--- config.mk ---
export PLATFORM = sky130hd
export DESIGN_NAME = lds_link_diag
export DESIGN_NICKNAME = d
export VERILOG_FILES = /design/src/shared/lds_pkg.sv /design/src/rtl/lds_link_diag.sv
export SDC_FILE = /design/constraint.sdc
export NUM_CORES = 1
export LEC_CHECK = 0
export BUFFER_PORTS_ARGS = -buffer_cell sky130_fd_sc_hd__buf_2
export CAP_MARGIN = 20
export CELL_PAD_IN_SITES_DETAIL_PLACEMENT = 1
export CELL_PAD_IN_SITES_GLOBAL_PLACEMENT = 1
export CORE_ASPECT_RATIO = 2
export CORE_UTILIZATION = 47
export DETAILED_ROUTE_END_ITERATION = 10
export PLACE_DENSITY = 0.79
export SYNTH_ARGS = -nofsm -noshare
export SYNTH_HDL_FRONTEND = slang
export SYNTH_SLANG_ARGS = --single-unit
--- constraint.sdc ---
create_clock -name clock -period 7.9 [get_ports clock]
set_input_delay 0.79 -clock clock [delete_from_list [all_inputs] [get_ports clock]]
set_output_delay 0.79 -clock clock [all_outputs]
set_load 0.03 [all_outputs]
--- src/shared/lds_pkg.sv ---
// ==========================================================================
// Link diagnostics constants
package lds_pkg;
   // ==========================================================================
   // Command register selectors
   localparam logic [3:0] LDS_SEL_RSSI = 4'h0;
   localparam logic [3:0] LDS_SEL_ACK_FAIL = 4'h1;
   localparam logic [3:0] LDS_SEL_RX_FAULT = 4'h2;
   localparam logic [3:0] LDS_SEL_GOOD = 4'h3;
   localparam logic [3:0] LDS_SEL_CAUSE = 4'h4;
   localparam logic [3:0] LDS_SEL_UNICAST = 4'h5;
   localparam logic [3:0] LDS_SEL_HOLD = 4'h6;
   localparam logic [3:0] LDS_SEL_RETRY = 4'h7;
   localparam logic [3:0] LDS_SEL_CHAN = 4'h8;

   // ==========================================================================
   // Reset values and limits
   localparam logic [7:0] LDS_RSSI_RST = 8'h00;
   localparam logic [15:0] LDS_CNT_RST = 16'h0000;
   localparam logic [15:0] LDS_CNT_MAX = 16'hFFFF;
   localparam logic [7:0] LDS_HOLD_RST = 8'h28;
   localparam logic [7:0] LDS_HOLD_FOREVER = 8'hFF;
   localparam logic [7:0] LDS_HOLD_OFF = 8'h00;
   localparam logic [3:0] LDS_RETRY_RST = 4'hA;
   localparam logic [15:0] LDS_RETRY_MAX = 16'h000F;
   localparam logic [7:0] LDS_RSSI_MIN = 8'h28;
   localparam logic [7:0] LDS_RSSI_MAX = 8'h6E;
   localparam logic [7:0] LDS_SENS_DEF = 8'h6E;
   localparam logic [5:0] LDS_DUTY_MAX = 6'd38;

   // ==========================================================================
   // Reset cause codes
   localparam logic [2:0] LDS_CAUSE_POWER = 3'h0;
   localparam logic [2:0] LDS_CAUSE_WDOG = 3'h2;
   localparam logic [2:0] LDS_CAUSE_SOFT = 3'h3;
   localparam logic [2:0] LDS_CAUSE_LINE = 3'h4;
   localparam logic [2:0] LDS_CAUSE_BROWN = 3'h5;

   // ==========================================================================
   // Timing
   localparam int LDS_CLK_PERIOD_NS = 40;
   localparam int LDS_PWM_PERIOD_US = 8320;
   localparam int LDS_PWM_STEPS = 40;
   localparam int LDS_PWM_STEP_NS = 208000;
   localparam int LDS_HOLD_UNIT_MS = 100;
   localparam int LDS_STEP_CYCLES = LDS_PWM_STEP_NS / LDS_CLK_PERIOD_NS;
   localparam int LDS_HOLD_UNIT_CYCLES = (LDS_HOLD_UNIT_MS * 1000000) / LDS_CLK_PERIOD_NS;

   // ==========================================================================
   // Command sequencer states
   typedef enum logic [0:0]
   {
      LDS_ST_IDLE = 1'b0,
      LDS_ST_CHAN = 1'b1
   } lds_state_t;
endpackage : lds_pkg

--- src/rtl/lds_link_diag.sv ---
`timescale 1ns/1ps
`default_nettype none
module lds_link_diag #(
   parameter int STEP_CYCLES = lds_pkg::LDS_STEP_CYCLES,
   parameter int HOLD_UNIT_CYCLES = lds_pkg::LDS_HOLD_UNIT_CYCLES,
   parameter logic [7:0] SENSITIVITY = lds_pkg::LDS_SENS_DEF
) (
   input wire logic clock, // 25 MHz clock
   input wire logic sys_rst, // Async reset, high
   input wire logic [2:0] reset_cause, // Cause code, stable at release
   input wire logic cmd_valid, // Command strobe
   input wire logic [3:0] cmd_sel, // Register selector
   input wire logic cmd_has_param, // Parameter present
   input wire logic [15:0] cmd_param, // Parameter value
   output logic cmd_ready, // Sequencer idle
   output logic rsp_valid, // Answer strobe
   output logic rsp_error, // Answer is an error
   output logic [15:0] rsp_data, // Answer value
   input wire logic rx_pkt_done, // Final-hop data packet received
   input wire logic [7:0] rx_rssi, // Its RSSI, -dBm magnitude
   input wire logic rx_integrity_err, // Packet failed integrity checks
   input wire logic rx_good_frame, // Error-free frame, valid MAC header
   input wire logic rx_is_mac_ack, // That frame is a MAC ACK
   input wire logic tx_unicast, // MAC unicast sent
   input wire logic ack_timeout, // MAC ACK timeout expired
   output logic tx_ack_request, // Request ACK on unicasts
   output logic [3:0] mac_retry_limit, // Retry limit to MAC
   output logic chan_req, // Channel power measure pulse
   output logic [7:0] chan_index, // Zero-based channel
   input wire logic chan_done, // Measurement ready
   input wire logic [7:0] chan_power, // Measured power, -dBm
   output logic rssi_pwm // RSSI PWM pin
);
   // ==========================================================================
   // Helpers
   function automatic logic [15:0] sat_inc(input logic [15:0] v);
      sat_inc = (v == lds_pkg::LDS_CNT_MAX) ? v : v + 16'h0001;
   endfunction : sat_inc

   // ==========================================================================
   // State
   lds_pkg::lds_state_t state_q;
   logic [7:0] rssi_q;
   logic [15:0] ack_fail_q;
   logic [15:0] rx_fault_q;
   logic [15:0] good_q;
   logic [15:0] unicast_q;
   logic [7:0] hold_q;
   logic [3:0] retry_q;
   logic [2:0] cause_q;
   logic cause_taken_q;
   logic pwm_active_q;
   logic [5:0] duty_q;
   logic [31:0] step_cnt_q;
   logic [5:0] step_idx_q;
   logic [31:0] unit_cnt_q;
   logic [7:0] hold_cnt_q;

   // ==========================================================================
   // Command decode
   wire logic cmd_take = cmd_valid && (state_q == lds_pkg::LDS_ST_IDLE);
   wire logic wr = cmd_take && cmd_has_param;
   wire logic ld_ack = wr && (cmd_sel == lds_pkg::LDS_SEL_ACK_FAIL);
   wire logic ld_fault = wr && (cmd_sel == lds_pkg::LDS_SEL_RX_FAULT);
   wire logic ld_good = wr && (cmd_sel == lds_pkg::LDS_SEL_GOOD);
   wire logic hold_sel = cmd_sel == lds_pkg::LDS_SEL_HOLD;
   wire logic retry_sel = cmd_sel == lds_pkg::LDS_SEL_RETRY;
   wire logic chan_sel = cmd_sel == lds_pkg::LDS_SEL_CHAN;
   wire logic ld_hold = wr && hold_sel && (cmd_param[15:8] == 8'h00);
   wire logic ld_retry = wr && retry_sel && (cmd_param <= lds_pkg::LDS_RETRY_MAX);
   wire logic chan_start = cmd_take && chan_sel && cmd_has_param
      && (cmd_param[15:8] == 8'h00);

   // Any access to unknown selectors, writes to read-only ones, bad parameters, bare channel queries
   wire logic ro_sel = (cmd_sel == lds_pkg::LDS_SEL_RSSI)
      || (cmd_sel == lds_pkg::LDS_SEL_CAUSE) || (cmd_sel == lds_pkg::LDS_SEL_UNICAST);
   wire logic known_sel = cmd_sel <= lds_pkg::LDS_SEL_CHAN;
   wire logic bad_cmd = !known_sel
      || (chan_sel && !chan_start)
      || (wr && ro_sel)
      || (wr && hold_sel && !ld_hold)
      || (wr && retry_sel && !ld_retry);

   // Read mux
   logic [15:0] rd_data;
   always_comb
   begin
      unique case (cmd_sel)
         lds_pkg::LDS_SEL_RSSI: rd_data = {8'h00, rssi_q};
         lds_pkg::LDS_SEL_ACK_FAIL: rd_data = ack_fail_q;
         lds_pkg::LDS_SEL_RX_FAULT: rd_data = rx_fault_q;
         lds_pkg::LDS_SEL_GOOD: rd_data = good_q;
         lds_pkg::LDS_SEL_CAUSE: rd_data = {13'h0000, cause_q};
         lds_pkg::LDS_SEL_UNICAST: rd_data = unicast_q;
         lds_pkg::LDS_SEL_HOLD: rd_data = {8'h00, hold_q};
         lds_pkg::LDS_SEL_RETRY: rd_data = {12'h000, retry_q};
         default: rd_data = 16'h0000;
      endcase
   end

   // ==========================================================================
   // Command sequencer and answers
   always_ff @(posedge clock or posedge sys_rst)
   begin
      if (sys_rst)
      begin
         state_q <= lds_pkg::LDS_ST_IDLE;
         rsp_valid <= 1'b0;
         rsp_error <= 1'b0;
         rsp_data <= 16'h0000;
         chan_req <= 1'b0;
         chan_index <= 8'h00;
      end
      else
      begin
         rsp_valid <= 1'b0;
         chan_req <= 1'b0;
         unique case (state_q)
            lds_pkg::LDS_ST_IDLE:
            begin
               if (chan_start)
               begin
                  chan_req <= 1'b1;
                  chan_index <= cmd_param[7:0];
                  state_q <= lds_pkg::LDS_ST_CHAN;
               end
               else if (cmd_take)
               begin
                  rsp_valid <= 1'b1;
                  rsp_error <= bad_cmd;
                  rsp_data <= (bad_cmd || wr) ? 16'h0000 : rd_data;
               end
            end
            lds_pkg::LDS_ST_CHAN:
            begin
               if (chan_done)
               begin
                  rsp_valid <= 1'b1;
                  rsp_error <= 1'b0;
                  rsp_data <= {8'h00, chan_power};
                  state_q <= lds_pkg::LDS_ST_IDLE;
               end
            end
         endcase
      end
   end

   // Ready mirrors idle state, registered
   always_ff @(posedge clock or posedge sys_rst)
   begin
      if (sys_rst)
         cmd_ready <= 1'b0;
      else
         cmd_ready <= (state_q == lds_pkg::LDS_ST_IDLE) && !chan_start;
   end

   // ==========================================================================
   // Statistics counters; host load wins over a same-cycle event
   always_ff @(posedge clock or posedge sys_rst)
   begin
      if (sys_rst)
      begin
         ack_fail_q <= lds_pkg::LDS_CNT_RST;
         rx_fault_q <= lds_pkg::LDS_CNT_RST;
         good_q <= lds_pkg::LDS_CNT_RST;
         unicast_q <= lds_pkg::LDS_CNT_RST;
      end
      else
      begin
         if (ld_ack)
            ack_fail_q <= cmd_param;
         else if (ack_timeout)
            ack_fail_q <= sat_inc(ack_fail_q);
         if (ld_fault)
            rx_fault_q <= cmd_param;
         else if (rx_integrity_err)
            rx_fault_q <= sat_inc(rx_fault_q);
         if (ld_good)
            good_q <= cmd_param;
         else if (rx_good_frame && !rx_is_mac_ack)
            good_q <= sat_inc(good_q);
         if (tx_unicast && (retry_q != 4'h0))
            unicast_q <= sat_inc(unicast_q);
      end
   end

   // ==========================================================================
   // Configuration registers and ACK request
   always_ff @(posedge clock or posedge sys_rst)
   begin
      if (sys_rst)
      begin
         hold_q <= lds_pkg::LDS_HOLD_RST;
         retry_q <= lds_pkg::LDS_RETRY_RST;
         tx_ack_request <= 1'b1;
         mac_retry_limit <= lds_pkg::LDS_RETRY_RST;
      end
      else
      begin
         if (ld_hold)
            hold_q <= cmd_param[7:0];
         if (ld_retry)
            retry_q <= cmd_param[3:0];
         tx_ack_request <= (retry_q != 4'h0);
         mac_retry_limit <= retry_q;
      end
   end

   // ==========================================================================
   // Reset cause captured once after release
   always_ff @(posedge clock or posedge sys_rst)
   begin
      if (sys_rst)
      begin
         cause_q <= lds_pkg::LDS_CAUSE_POWER;
         cause_taken_q <= 1'b0;
      end
      else if (!cause_taken_q)
      begin
         cause_taken_q <= 1'b1;
         unique case (reset_cause)
            lds_pkg::LDS_CAUSE_WDOG, lds_pkg::LDS_CAUSE_SOFT,
            lds_pkg::LDS_CAUSE_LINE, lds_pkg::LDS_CAUSE_BROWN:
               cause_q <= reset_cause;
            default: cause_q <= lds_pkg::LDS_CAUSE_POWER;
         endcase
      end
   end

   // ==========================================================================
   // RSSI capture, clamped to the reported range
   wire logic [7:0] rssi_clamp = (rx_rssi < lds_pkg::LDS_RSSI_MIN) ? lds_pkg::LDS_RSSI_MIN
      : (rx_rssi > lds_pkg::LDS_RSSI_MAX) ? lds_pkg::LDS_RSSI_MAX : rx_rssi;
   // Margin above sensitivity, monotonic and capped at 95 percent
   wire logic [7:0] margin = (rssi_clamp >= SENSITIVITY) ? 8'h00 : SENSITIVITY - rssi_clamp;
   wire logic [5:0] duty_map = (margin > {2'b00, lds_pkg::LDS_DUTY_MAX})
      ? lds_pkg::LDS_DUTY_MAX : margin[5:0];

   always_ff @(posedge clock or posedge sys_rst)
   begin
      if (sys_rst)
      begin
         rssi_q <= lds_pkg::LDS_RSSI_RST;
         duty_q <= 6'd0;
      end
      else if (rx_pkt_done)
      begin
         rssi_q <= rssi_clamp;
         duty_q <= duty_map;
      end
   end

   // ==========================================================================
   // PWM step and frame counters
   wire logic step_end = step_cnt_q == 32'(STEP_CYCLES - 1);
   wire logic frame_end = step_end && (step_idx_q == 6'(lds_pkg::LDS_PWM_STEPS - 1));

   always_ff @(posedge clock or posedge sys_rst)
   begin
      if (sys_rst)
      begin
         step_cnt_q <= 32'h0000_0000;
         step_idx_q <= 6'd0;
      end
      else
      begin
         step_cnt_q <= step_end ? 32'h0000_0000 : step_cnt_q + 32'h0000_0001;
         if (frame_end)
            step_idx_q <= 6'd0;
         else if (step_end)
            step_idx_q <= step_idx_q + 6'd1;
      end
   end

   // ==========================================================================
   // Hold timer in 100 ms units
   wire logic unit_end = unit_cnt_q == 32'(HOLD_UNIT_CYCLES - 1);
   wire logic hold_forever = hold_q == lds_pkg::LDS_HOLD_FOREVER;
   wire logic hold_expire = unit_end && (hold_cnt_q == 8'h01);

   always_ff @(posedge clock or posedge sys_rst)
   begin
      if (sys_rst)
      begin
         unit_cnt_q <= 32'h0000_0000;
         hold_cnt_q <= 8'h00;
         pwm_active_q <= 1'b0;
      end
      else if (rx_pkt_done)
      begin
         unit_cnt_q <= 32'h0000_0000;
         hold_cnt_q <= hold_q;
         pwm_active_q <= (hold_q != lds_pkg::LDS_HOLD_OFF);
      end
      else if (pwm_active_q && !hold_forever)
      begin
         unit_cnt_q <= unit_end ? 32'h0000_0000 : unit_cnt_q + 32'h0000_0001;
         if (unit_end)
            hold_cnt_q <= hold_cnt_q - 8'h01;
         if (hold_expire || (hold_q == lds_pkg::LDS_HOLD_OFF))
            pwm_active_q <= 1'b0;
      end
   end

   // ==========================================================================
   // PWM pin
   always_ff @(posedge clock or posedge sys_rst)
   begin
      if (sys_rst)
         rssi_pwm <= 1'b0;
      else
         rssi_pwm <= pwm_active_q && (step_idx_q < duty_q);
   end
endmodule : lds_link_diag
`default_nettype wire

# == After elaboration in Yosys (flattened, before gate mapping) ==
# Index checks and enable logic that the tools add are counted.
# word_totals
register_bits,208
output_inout_bits,34
in_bits,50
# classes
add_sub_neg,9
eq_ne,27
mux,44
n_reduce_logical,58
n_bitwise,2
n_lt_le_gt_ge,7
# ops
cell,count
$mux W16,13
$mux W32,4
$pmux W16 S8,1
$add A16 B1 Y16 const B,4
$add A32 B1 Y32 const B,2
$eq A16 B16 Y1 const B,4
$mux W8,6
$eq A32 B13 Y1 const B,1
$eq A32 B22 Y1 const B,1
$pmux W16 S2,1
$logic_and A1 B1 Y1,23
$mux W6,3
$eq A4 B3 Y1 const B,4
$le A16 B4 Y1 const B,1
$logic_not A8 Y1,2
$reduce_and A2 Y1,7
$reduce_bool A2 Y1,7
$mux W1,12
$ne A2 B2 Y1 const B,6
$eq A4 B2 Y1 const B,2
$eq A8 B1 Y1 const B,1
$eq A8 B8 Y1 const B,1
$ge A8 B7 Y1 const B,1
$gt A8 B6 Y1 const B,1
22 further kinds,39

# == Depth between registers and ports, before layout ==
# Gate-level depths: netlist (run 1).
# depth
word_depth,16
depth_mapped,11
mapped_depth_nobuf,10

# == Worst setup path before layout (run 1) ==
# Ideal clock, no wire load.
# synth_timing
path_kind,input -> register
start,input port rx_rssi[4]
end,register duty_q[4]
slack_ps,4777
cell_stages,10
arrival_time_ps,2975
setup_time_ps,148
n_path_buf,1
path_cell_list,buf_6 > a41o_1 > a221oi_4 > inv_1 > ha_1 > or4b_1 > o221ai_1 > a211oi_1 > a2111oi_2 > o22ai_1
# synth_via
elab_chain_cells,7
word_cells_on_any_way,9
classes_between,1 x add/sub; 4 x order compare; 4 x mux
# synth_rtl
element,line_no,text
start: declaration,lds_link_diag.sv:20,"input wire logic [7:0] rx_rssi,"
$gt A8 B7 Y1,lds_link_diag.sv:233,: (rx_rssi > lds_pkg::LDS_RSSI_MAX) ? lds_pkg::LDS_RSSI_MAX : rx_rssi;
$mux W8,lds_link_diag.sv:233,
$mux W8 (*),lds_link_diag.sv:232,wire logic [7:0] rssi_clamp = (rx_rssi < lds_pkg::LDS_RSSI_MIN) ? lds_pkg::LDS_RSSI_MIN
via rssi_clamp[0],lds_link_diag.sv:232,
$sub A7 B8 Y8 or $ge A8 B7 Y1 (tied branches),lds_link_diag.sv:235,wire logic [7:0] margin = (rssi_clamp >= SENSITIVITY) ? 8'h00 : SENSITIVITY - rssi_clamp;
$mux W8 (*),lds_link_diag.sv:235,
$gt A8 B6 Y1,lds_link_diag.sv:236,"wire logic [5:0] duty_map = (margin > {2'b00, lds_pkg::LDS_DUTY_MAX})"
$mux W6 (*),lds_link_diag.sv:237,? lds_pkg::LDS_DUTY_MAX : margin[5:0];
end signal: assignment,lds_link_diag.sv:249,duty_q <= duty_map;
end: declaration,lds_link_diag.sv:53,logic [5:0] duty_q;
# Mark *: on every way through the listed nets, which the timed path passes. The rest lies on a longest branch.
# A chain may end at the register's enable or synchronous reset.

# == Worst setup path after layout (run 1) ==
# layout_timing
start,input port cmd_param[8]
end,register rsp_data[3]
# layout_via
elab_chain_cells,13
word_cells_on_any_way,22
classes_between,1 x order compare; 1 x eq/ne; 4 x mux; 16 x reduce/logical
# layout_rtl
element,line_no,text
start: declaration,lds_link_diag.sv:14,"input wire logic [15:0] cmd_param,"
branches (longest 13 deep; another with $le A16 B4 Y1),n/a,
end signal: assignment,lds_link_diag.sv:131,rsp_data <= (bad_cmd || wr) ? 16'h0000 : rd_data;
end signal: assignment,lds_link_diag.sv:140,"rsp_data <= {8'h00, chan_power};"
end: declaration,lds_link_diag.sv:18,"output logic [15:0] rsp_data,"
# Parallel ways; which one is timed is not known. The select of a mux whose other input is x is not followed.

==> results of run 1 <==
==> synth_stat cells, drive strengths merged (4+ instances only) <==
cell type | n | area [um2]
mux2i | 10 | 100
nor3 | 33 | 175
a22o | 9 | 78.8
a221oi | 15 | 149
dfstp | 7 | 184
clkbuf | 38 | 163
buf | 9 | 60.1
and3 | 17 | 113
nand3b | 4 | 30.0
o21ai | 61 | 305
nor4 | 15 | 113
and2 | 6 | 38.8
mux2 | 18 | 203
dfrtp | 201 | 5030
nor2 | 127 | 477
nand2 | 134 | 503
xnor2 | 72 | 631
nor4b | 7 | 67.6
a22oi | 6 | 45.0
a31oi | 11 | 68.8
a21oi | 83 | 415
and4 | 12 | 105
xor2 | 42 | 368
o31ai | 14 | 105
ha | 16 | 200
nand4 | 39 | 250
o211ai | 4 | 30.0
a21o | 5 | 37.5
or4 | 7 | 52.6
nand3 | 55 | 275
nor2b | 11 | 68.8
inv | 34 | 128
nand2b | 9 | 56.3
or3 | 10 | 62.6
==> kinds of logic (layout without fill, tap and decap cells) <==
kind of cell	Yosys count	count (layout)	synth area share (%)
other	1	1	0.0337
XOR/XNOR	114	114	8.97
buffers and inverters	83	169	3.22
AND/OR/NAND/NOR	503	503	22.8
adder cells (fa/ha/maj)	16	16	1.80
AO/OA/AOI/OAI	240	240	13.7
flip-flops	208	208	46.9
multiplexers	28	28	2.72
==> metrics by stage <==
stage | power (W) | cell area [um2]
final | 0.00287 | 12500
after global routing | 0.00298 | 12500
after CTS | 0.00289 | 12500
after detailed placement | 0.00180 | 11800
after global placement | 0.00178 | 11800
after floorplan | 0.00161 | 11100
==> state kept, by name, indices dropped and copies added (netlist names), 3 cells and up <==
name / cells
hold_cnt_q: 8
ack_fail_q: 16
step_cnt_q: 32
rx_fault_q: 16
cause_q: 3
unicast_q: 16
rsp_data: 16
good_q: 16
rssi_q: 8
chan_index: 8
retry_q: 4
hold_q: 8
unit_cnt_q: 32
step_idx_q: 6
duty_q: 6
mac_retry_limit: 4
==> per-layer routing <==
metal  GRT usage (%)  part of all wire (%)  vias up
met4            20.6                   7.2        0
li1                -                     -     4403
met1            26.6                    32     4765
met2            57.3                    57      221
met3            3.27                   3.1      106
met5               0                     0        -
==> cell type report <==
cell class / instances / share of cell area, %
Clock buffer: 28 / 4.80
Clock inverter: 9 / 0.988
Inverter: 36 / 1.14
Multi-Input combinational cell: 902 / 44.4
Sequential cell: 208 / 41.6
Tap cell: 283 / 2.82
Timing Repair Buffer: 96 / 4.25
==> worst max-delay path: cells and delay by family <==
family	cells	cell delay [ns]
AO/OA/AOI/OAI	1	0.95
buffers and inverters	2	0.23
multiplexers	1	0.31
AND/OR/NAND/NOR	3	1.94
==> worst min path at each step <==
stage               start  cells after the start                 end
2_1_floorplan  retry_q[3]                      0  mac_retry_limit[3]
3_3_place_gp   retry_q[3]                      0  mac_retry_limit[3]
3_5_place_dp   retry_q[3]                      0  mac_retry_limit[3]
4_1_cts        retry_q[1]                      0  mac_retry_limit[1]
5_1_grt        retry_q[1]                      0  mac_retry_limit[1]
6_report          sys_rst                      2       unit_cnt_q[5]
==> power breakdown <==
| part | leakage (nW) | switching (W) | internal, W | total, W |
|---|---|---|---|---|
| Clock | 0.363 | 0.000443 | 0.000633 | 0.00108 |
| Combinational | 2.37 | 0.000236 | 0.000180 | 0.000416 |
| Sequential | 2.69 | 0.000201 | 0.00118 | 0.00138 |
==> impl_metrics.yaml, run 1 <==
timing:
  setup_viol: 0
  fin_setup_tns_ns: 0
  period_needed_ns: 3.84
  drv_slew: 0
  fin_worst_hold_slack_ns: 0.406
  skew_ns: 0.0244
  worst_slew_pin_slew_ns: 1.26
  layout_setup_ws_ns: 4.06
  grt_setup_unrepaired: "no"
  finalHoldViolCount: 0
  fmax_mhz: 261
  relSlewSlack_pct: 16.3
  period_share_pct: 48.6
worst_setup_path:
  ff2ff_setup_slack_ns: 4.46
  required_ns: 8.29
  rr_startpoint: "state_q"
  slowest_delay_ns: 0.95
  rr_worst_depth: 6
  crit_start: "cmd_param[8]"
  cp-start-kind: "input pin"
  rr_endpoint: "rsp_data[3]"
  cp_cell_sequence: "buf_2, nor4_2, nand4_1, and2_1, a22oi_2, inv_2, mux2_2"
  crit_path_end: "rsp_data[3]"
  critPathCaptureType: "flop"
  cp_max_fo: 32
  path_class: "in2reg"
  crit_arrival_ns: 4.23
  slowest_stage: "a22oi_2"
placed_design:
  io_buffers: 83
  dpl.hpwl_um: 25600
  place_congestion: 0.961
  place_inst: 1524
  pre_cts_ws_ns: 3.54
clock_tree:
  cts_repair_resize_count: 0
  post_cts_buffers: 0
  clock-sinks: 208
  htree_levels: 1
  cts_tree: "done"
  clock_latency_ns: 0.52
  clk_path_buf_depth: 3
  clk_pin_slew_ns: 0.07
  holdBufCountCts: 0
  clockRootBuffer: "clkbuf_16"
  cts_inserted_buffers: 21
grt:
  grt_start_max_net_pins: 114
  grt_use_total_pct: 28.8
  grt_pass1_vias: 10200
  grt_antenna_before_repair: 0
  grt_pass1_wl_um: 54800
  gr-total-overflow: 0
finish:
  multi_input_area_um2: 5570
  final_nets: 1331
  final_cells: 1562
  regArea_um2: 5210
  area_delta_synth_final_pct: 12.7
  insertedDiodeCount: 0
  fillers: 2694
  mostFrequentLayoutCells: "dfrtp_1, nand2_1, nor2_1"
  layout_commonest_cell: "dfrtp_1"
  post_route_cells_drive_above_1_share_pct: 13.8
  final_core_util_pct: 54.0
logic_synthesis:
  synthCells: 1193
  ys_types: 82
  syn_area_per_cell_um2: 9.33
  synthArstFlopShare_pct: 100
  synthFlopType: "dfrtp_1"
  ys_ff_latch: 208
  ys_seq_area_share_pct: 46.9
  synth_area_um2: 11100
  synth-edff-count: 0
  syn_nets: 1259
  yosys_warnings: 0
die:
  num_rows: 79
  ios: 84
  die_x_um: 111
  initial_core_util_pct: 47.9
  die_h_um: 220
  dieArea_um2: 24300
  core_region_area_um2: 23200
routing:
  drt_iter0_drc: 468
  drtAntennaViolNets: 0
  drc: 0
  vias: 9495
  wl_per_cell_um: 22.1
  firstDrtPassIters: 6
  wl_um: 34500
  viasPerCell: 6.08
run_status:
  status: "completed"
power:
  peakVddDrop_v: 0.000282
  leakagePower_nw: 5.42
  power-per-cell-area_nw_per_um2: 229
worst_hold_path:
  min_path_type: "in2async"
run:
  maxCapViolations: 0
(Power assumes the default switching activity.)
==> inputs of run 2 (changes only) <==
--- a/config.mk
+++ b/config.mk
@@ -10,9 +10,9 @@
 export CELL_PAD_IN_SITES_DETAIL_PLACEMENT = 1
 export CELL_PAD_IN_SITES_GLOBAL_PLACEMENT = 1
 export CORE_ASPECT_RATIO = 2
-export CORE_UTILIZATION = 47
+export CORE_UTILIZATION = 43
 export DETAILED_ROUTE_END_ITERATION = 10
-export PLACE_DENSITY = 0.79
+export PLACE_DENSITY = 0.76
 export SYNTH_ARGS = -nofsm -noshare
 export SYNTH_HDL_FRONTEND = slang
 export SYNTH_SLANG_ARGS = --single-unit
==> constraint.sdc (replaced) <==
create_clock -name clock -period 3.2 [get_ports clock]
set_input_delay 0.32 -clock clock [delete_from_list [all_inputs] [get_ports clock]]
set_output_delay 0.32 -clock clock [all_outputs]
set_load 0.03 [all_outputs]
==> run 2 against run 1 <==
Sequential power is 150% higher. Sequential share of layout area is 0.82 points lower. Count of clock-buffer cells in the layout stayed put. Via count is 0.17% lower. Final cell count is 4.4% higher. First-iteration DRC count is 7.3% lower. Clock power grew to 2.7 times the previous value. Routed wire length hardly changed. Critical path depth is 1 lower. Flip-flop and latch count stayed put. Combinational power grew to 2.5 times the previous value. Critical endpoint is now unit_cnt_q[22]. Largest power group unchanged.
==> impl_metrics.yaml, run 2 (synthesis gave the netlist of run 1 again) <==
grt:
  grt_pass1_wl_um: 56000
  grt_use_total_pct: 27.6
  gr-total-overflow: 0
  grt_pass1_vias: 10300
  grt_start_max_net_pins: 61
  grt_antenna_before_repair: 1
timing:
  worst_slew_pin_slew_ns: 1.05
  layout_setup_ws_ns: 0.688
  skew_ns: 0.0138
  period_share_pct: 78.5
  fin_setup_tns_ns: 0
  grt_setup_unrepaired: "no"
  finalHoldViolCount: 0
  fmax_mhz: 398
  fin_worst_hold_slack_ns: 0.00233
  drv_slew: 0
  setup_viol: 0
  relSlewSlack_pct: 29.7
  period_needed_ns: 2.51
placed_design:
  place_congestion: 0.938
  place_area_um2: 11900
  io_buffers: 83
  dpl.hpwl_um: 25900
  pre_cts_ws_ns: 0.241
routing:
  viasPerCell: 5.81
  drtAntennaViolNets: 0
  wl_per_cell_um: 21.2
  drt_iter0_drc: 434
  drc: 0
  wl_um: 34500
  firstDrtPassIters: 4
  vias: 9479
die:
  dieArea_um2: 26600
  die_x_um: 116
  num_rows: 83
  die_h_um: 230
  initial_core_util_pct: 43.6
  core_region_area_um2: 25500
  ios: 84
power:
  peakVddDrop_v: 0.000440
  power-per-cell-area_nw_per_um2: 577
  leakagePower_nw: 5.50
worst_setup_path:
  ff2ff_setup_slack_ns: 0.69
  rr_endpoint: "unit_cnt_q[22]"
  rr_worst_depth: 6
  critPathCaptureType: "flop"
  crit_buf_inv: 0
  slowest_stage: "or4_1"
  rr_startpoint: "unit_cnt_q[0]"
  required_ns: 3.64
  cp_num_cells: 6
  crit_family: "simple AND/OR/NAND/NOR gates"
  slowest_delay_ns: 0.61
  crit_arrival_ns: 2.95
  cp-start-kind: "flop"
  cp_cell_sequence: "ha_1, nand4_2, or4_1, a211o_1, or3_1, a21oi_1"
  path_class: "reg2reg"
  cp_max_fo: 6
finish:
  fillers: 3040
  finalInstanceArea_um2: 12800
  multi_input_area_um2: 5570
  layout_commonest_cell: "dfrtp_1"
  mostFrequentLayoutCells: "dfrtp_1, nand2_1, nor2_1"
  reg_top3: "step_cnt_q x32, unit_cnt_q x32"
  regArea_um2: 5210
  post_route_cells_drive_above_1_share_pct: 14.5
  area_delta_synth_final_pct: 14.9
  final_nets: 1340
clock_tree:
  cts_repair_resize_count: 0
  clk_path_buf_depth: 3
  cts_tree: "done"
  clock_latency_ns: 0.53
  clock-sinks: 208
  cts_inserted_buffers: 22
  htree_levels: 1
  clockRootBuffer: "clkbuf_16"
  clk_pin_slew_ns: 0.07
worst_hold_path:
  min_path_type: "in2async"
run_status:
  status: "completed"
run:
  maxCapViolations: 0
## run 2: what timing repair did
| action | in CTS | in global routing |
|---|---|---|
| hold endpoints to repair | 1 | 0 |
| setup endpoints to repair | 0 | 0 |
| hold buffers | 1 | 0 |
| buffers inserted | 0 | 0 |
## run 2: worst register-to-register path: stages (launching register included)
cell and delay, ns:
dfrtp_1 0.43, ha_1 0.29, nand4_2 0.22, or4_1 0.61, a211o_1 0.38, or3_1 0.36, a21oi_1 0.14
## run 2: power breakdown
group / total, W / switching (W) / leakage, nW / internal (W)
registers: 0.00340 / 0.000490 / 2.69 / 0.00291
logic: 0.00104 / 0.000581 / 2.40 / 0.000458
clock network: 0.00294 / 0.00113 / 0.405 / 0.00181
## run 2: worst max path at each step
stage	end	slack, ns	from
6_report	unit_cnt_q[22]	0.69	unit_cnt_q[0]
5_1_grt	unit_cnt_q[26]	0.50	unit_cnt_q[0]
4_1_cts	unit_cnt_q[30]	0.66	unit_cnt_q[0]
3_5_place_dp	duty_q[4]	0.24	rx_rssi[5]
3_3_place_gp	duty_q[4]	0.34	rx_rssi[4]
2_1_floorplan	ack_fail_q[0]	0.19	sys_rst
## run 2: stage by stage
step                utilization [%]  total power (W)  cells
global route                   50.1          0.00769   1631
CTS                            50.1          0.00743   1630
finish                         50.1          0.00738   1631
floorplan                         -          0.00398   1193
detailed placement             46.8          0.00446   1589
global placement               46.8          0.00441   1589
## run 2: per-layer routing
| layer | track usage, % | vias to the layer above | wire, um |
|---|---|---|---|
| met4 | 20.1 | 0 | 2780 |
| met3 | 3.39 | 117 | 1060 |
| met2 | 52.7 | 208 | 19700 |
| li1 | - | 4414 | - |
| met1 | 25.9 | 4740 | 11000 |
| met5 | 0 | - | 0 |
## run 2: layout make-up
| cell class | count | share of cell area, % |
|---|---|---|
| Multi-Input combinational cell | 902 | 43.5 |
| Sequential cell | 208 | 40.8 |
| Clock buffer | 28 | 4.96 |
| Timing Repair Buffer | 104 | 4.79 |
| Tap cell | 340 | 3.33 |
| Clock inverter | 12 | 1.52 |
| Inverter | 36 | 1.09 |
| Antenna cell | 1 | 0.0196 |
==> inputs of run 3 (changes only) <==
==> constraint.sdc (replaced) <==
create_clock -name clock -period 2.02 [get_ports clock]
set_input_delay 0.202 -clock clock [delete_from_list [all_inputs] [get_ports clock]]
set_output_delay 0.202 -clock clock [all_outputs]
set_load 0.03 [all_outputs]
==> run 3 against run 2 <==
The run now ends with negative setup slack left. Cell area up 17%. Routed wire length up 23%. Flip-flop and latch count unchanged. Critical path type unchanged.
==> impl_metrics.yaml, run 3 (synthesis gave the netlist of run 1 again) <==
worst_hold_path:
  hold_path_end: "chan_index[2]"
  min_path_type: "in2reg"
  whs_path_depth: 3
  hp-start: "cmd_param[2]"
timing:
  skew_ns: 0.0183
  fin_worst_hold_slack_ns: 0.0175
  grt_setup_unrepaired: "yes"
  layout_setup_ws_ns: -0.210
  worst_slew_pin_slew_ns: 0.788
  finalHoldViolCount: 0
  drv_slew: 0
  period_needed_ns: 2.23
  fmax_mhz: 449
  setup_viol: 27
  period_share_pct: 110
  relSlewSlack_pct: 47.0
power:
  leakagePower_nw: 6.68
  pwr-share-clk_pct: 36.8
  power-per-cell-area_nw_per_um2: 800
  comb_power_share_pct: 20.6
  p_int_w: 0.00831
  peakVddDrop_v: 0.000735
  p_sw_share_pct: 30.4
  p_seq_share_pct: 42.6
  power.switching_w: 0.00362
grt:
  busiest_layer: "met2"
  grt_start_max_net_pins: 89
  met3_usage_pct: 3.47
  gr-usage-met1_pct: 30.0
  grt_antenna_before_repair: 0
  grt_use_total_pct: 31.2
  gr-total-overflow: 0
  grt_pass1_vias: 11600
  grtUsageMet2_pct: 58.4
  grt_pass1_wl_um: 62700
run_status:
  violations: "negative setup slack"
  status: "complete, but fails checks"
worst_setup_path:
  crit_arrival_ns: 2.67
  slowest_stage: "or4_4"
  rr_startpoint: "unit_cnt_q[0]"
  cp-start-kind: "flop"
  crit_family: "simple AND/OR/NAND/NOR gates"
  slowest_delay_ns: 0.54
  ff2ff_setup_slack_ns: -0.21
  rr_worst_depth: 5
  critPathCaptureType: "flop"
  crit_buf_inv: 0
  required_ns: 2.46
  cp_cell_sequence: "nand3_2, or4_4, a2111o_1, or3_1, a21oi_1"
  cp_max_fo: 4
  path_class: "reg2reg"
  rr_endpoint: "unit_cnt_q[31]"
routing:
  wl_per_cell_um: 23.3
  firstDrtPassIters: 4
  drt_iter0_drc: 522
  viasPerCell: 5.81
  drtAntennaViolNets: 0
  drc: 0
  vias: 10600
  wl_um: 42600
die:
  num_rows: 83
  initial_core_util_pct: 43.6
  die_x_um: 116
  core_region_area_um2: 25500
  ios: 84
  die_h_um: 230
  dieArea_um2: 26600
placed_design:
  place_area_um2: 13300
  pre_cts_ws_ns: -0.546
  place_congestion: 0.870
  io_buffers: 83
  dpl.hpwl_um: 29100
run:
  maxCapViolations: 0
clock_tree:
  clock-sinks: 208
  cts_inserted_buffers: 21
  clk_path_buf_depth: 3
  clock_latency_ns: 0.54
  cts_tree: "done"
  clk_pin_slew_ns: 0.07
  htree_levels: 1
  clockRootBuffer: "clkbuf_16"
finish:
  reg_top3: "step_cnt_q x32, unit_cnt_q x32"
  post_route_cells_drive_above_1_share_pct: 29.6
  finalInstanceArea_um2: 14900
  insertedDiodeCount: 0
  final_nets: 1539
  area_delta_synth_final_pct: 34.0
  layout_commonest_cell: "dfrtp_1"
  final_core_util_pct: 58.4
  mostFrequentLayoutCells: "dfrtp_1, buf_4, nand2_1"
-- run 3: worst min-delay path, stage by stage --
cell and delay [ns]:
buf_2 0.18, nand2_1 0.08, nand2_1 0.04
-- run 3: layout make-up --
type                    instances  area (um2)
fillers                      2927       10600
multi-input cells             902        6070
inverters                      36         139
well taps                     340         425
flip-flops and latches        208        5220
repair buffers                304        2300
clock inverters                11         169
clock buffers                  27         588
-- run 3: worst max-delay path by stage --
stage | start | slack (ns) | depth (start not counted) | endpoint
final | unit_cnt_q[0] | -0.21 | 5 | unit_cnt_q[31]
after global routing | unit_cnt_q[6] | -0.24 | 10 | unit_cnt_q[10]
after CTS | unit_cnt_q[1] | -0.1 | 6 | unit_cnt_q[22]
after detailed placement | rx_rssi[1] | -0.55 | 11 | duty_q[1]
after global placement | rx_rssi[1] | -0.54 | 11 | duty_q[1]
after floorplan | sys_rst | -0.88 | 1 | ack_fail_q[0]
-- run 3: per-stage QoR --
step                setup TNS (ns)  total power [W]  cells
finish                       -2.18           0.0119   1828
global route                 -5.13           0.0124   1828
CTS                         -0.492           0.0119   1813
detailed placement           -5.42          0.00744   1751
floorplan                  -179.50          0.00632   1193
global placement             -3.78          0.00732   1751
-- run 3: repair_timing --
item                                   in CTS  in global routing
setup endpoints to repair                  45                 81
cloned                                      1                  1
hold buffers                               18                  0
resized for setup                          46                 74
endpoints found under the hold margin     153                  0
pin swaps                                  17                 34
buffers inserted                            6                 14
-- run 3: per-layer routing --
layer | vias up | part of all wire, % | wire (um)
li1 | 4812 | - | -
met1 | 5363 | 34 | 14500
met2 | 279 | 54 | 23100
met3 | 158 | 3.1 | 1310
met4 | 0 | 8.6 | 3650
met5 | - | 0 | 0
-- run 3: power by group through the flow --
stage,clock [W],sequential [W],combinational (W)
global placement,0,0.00512,0.00221
CTS,0.00444,0.00507,0.00237
finish,0.00439,0.00509,0.00246
global route,0.00458,0.00514,0.00266
detailed placement,0,0.00515,0.00229
floorplan,0,0.00512,0.00120
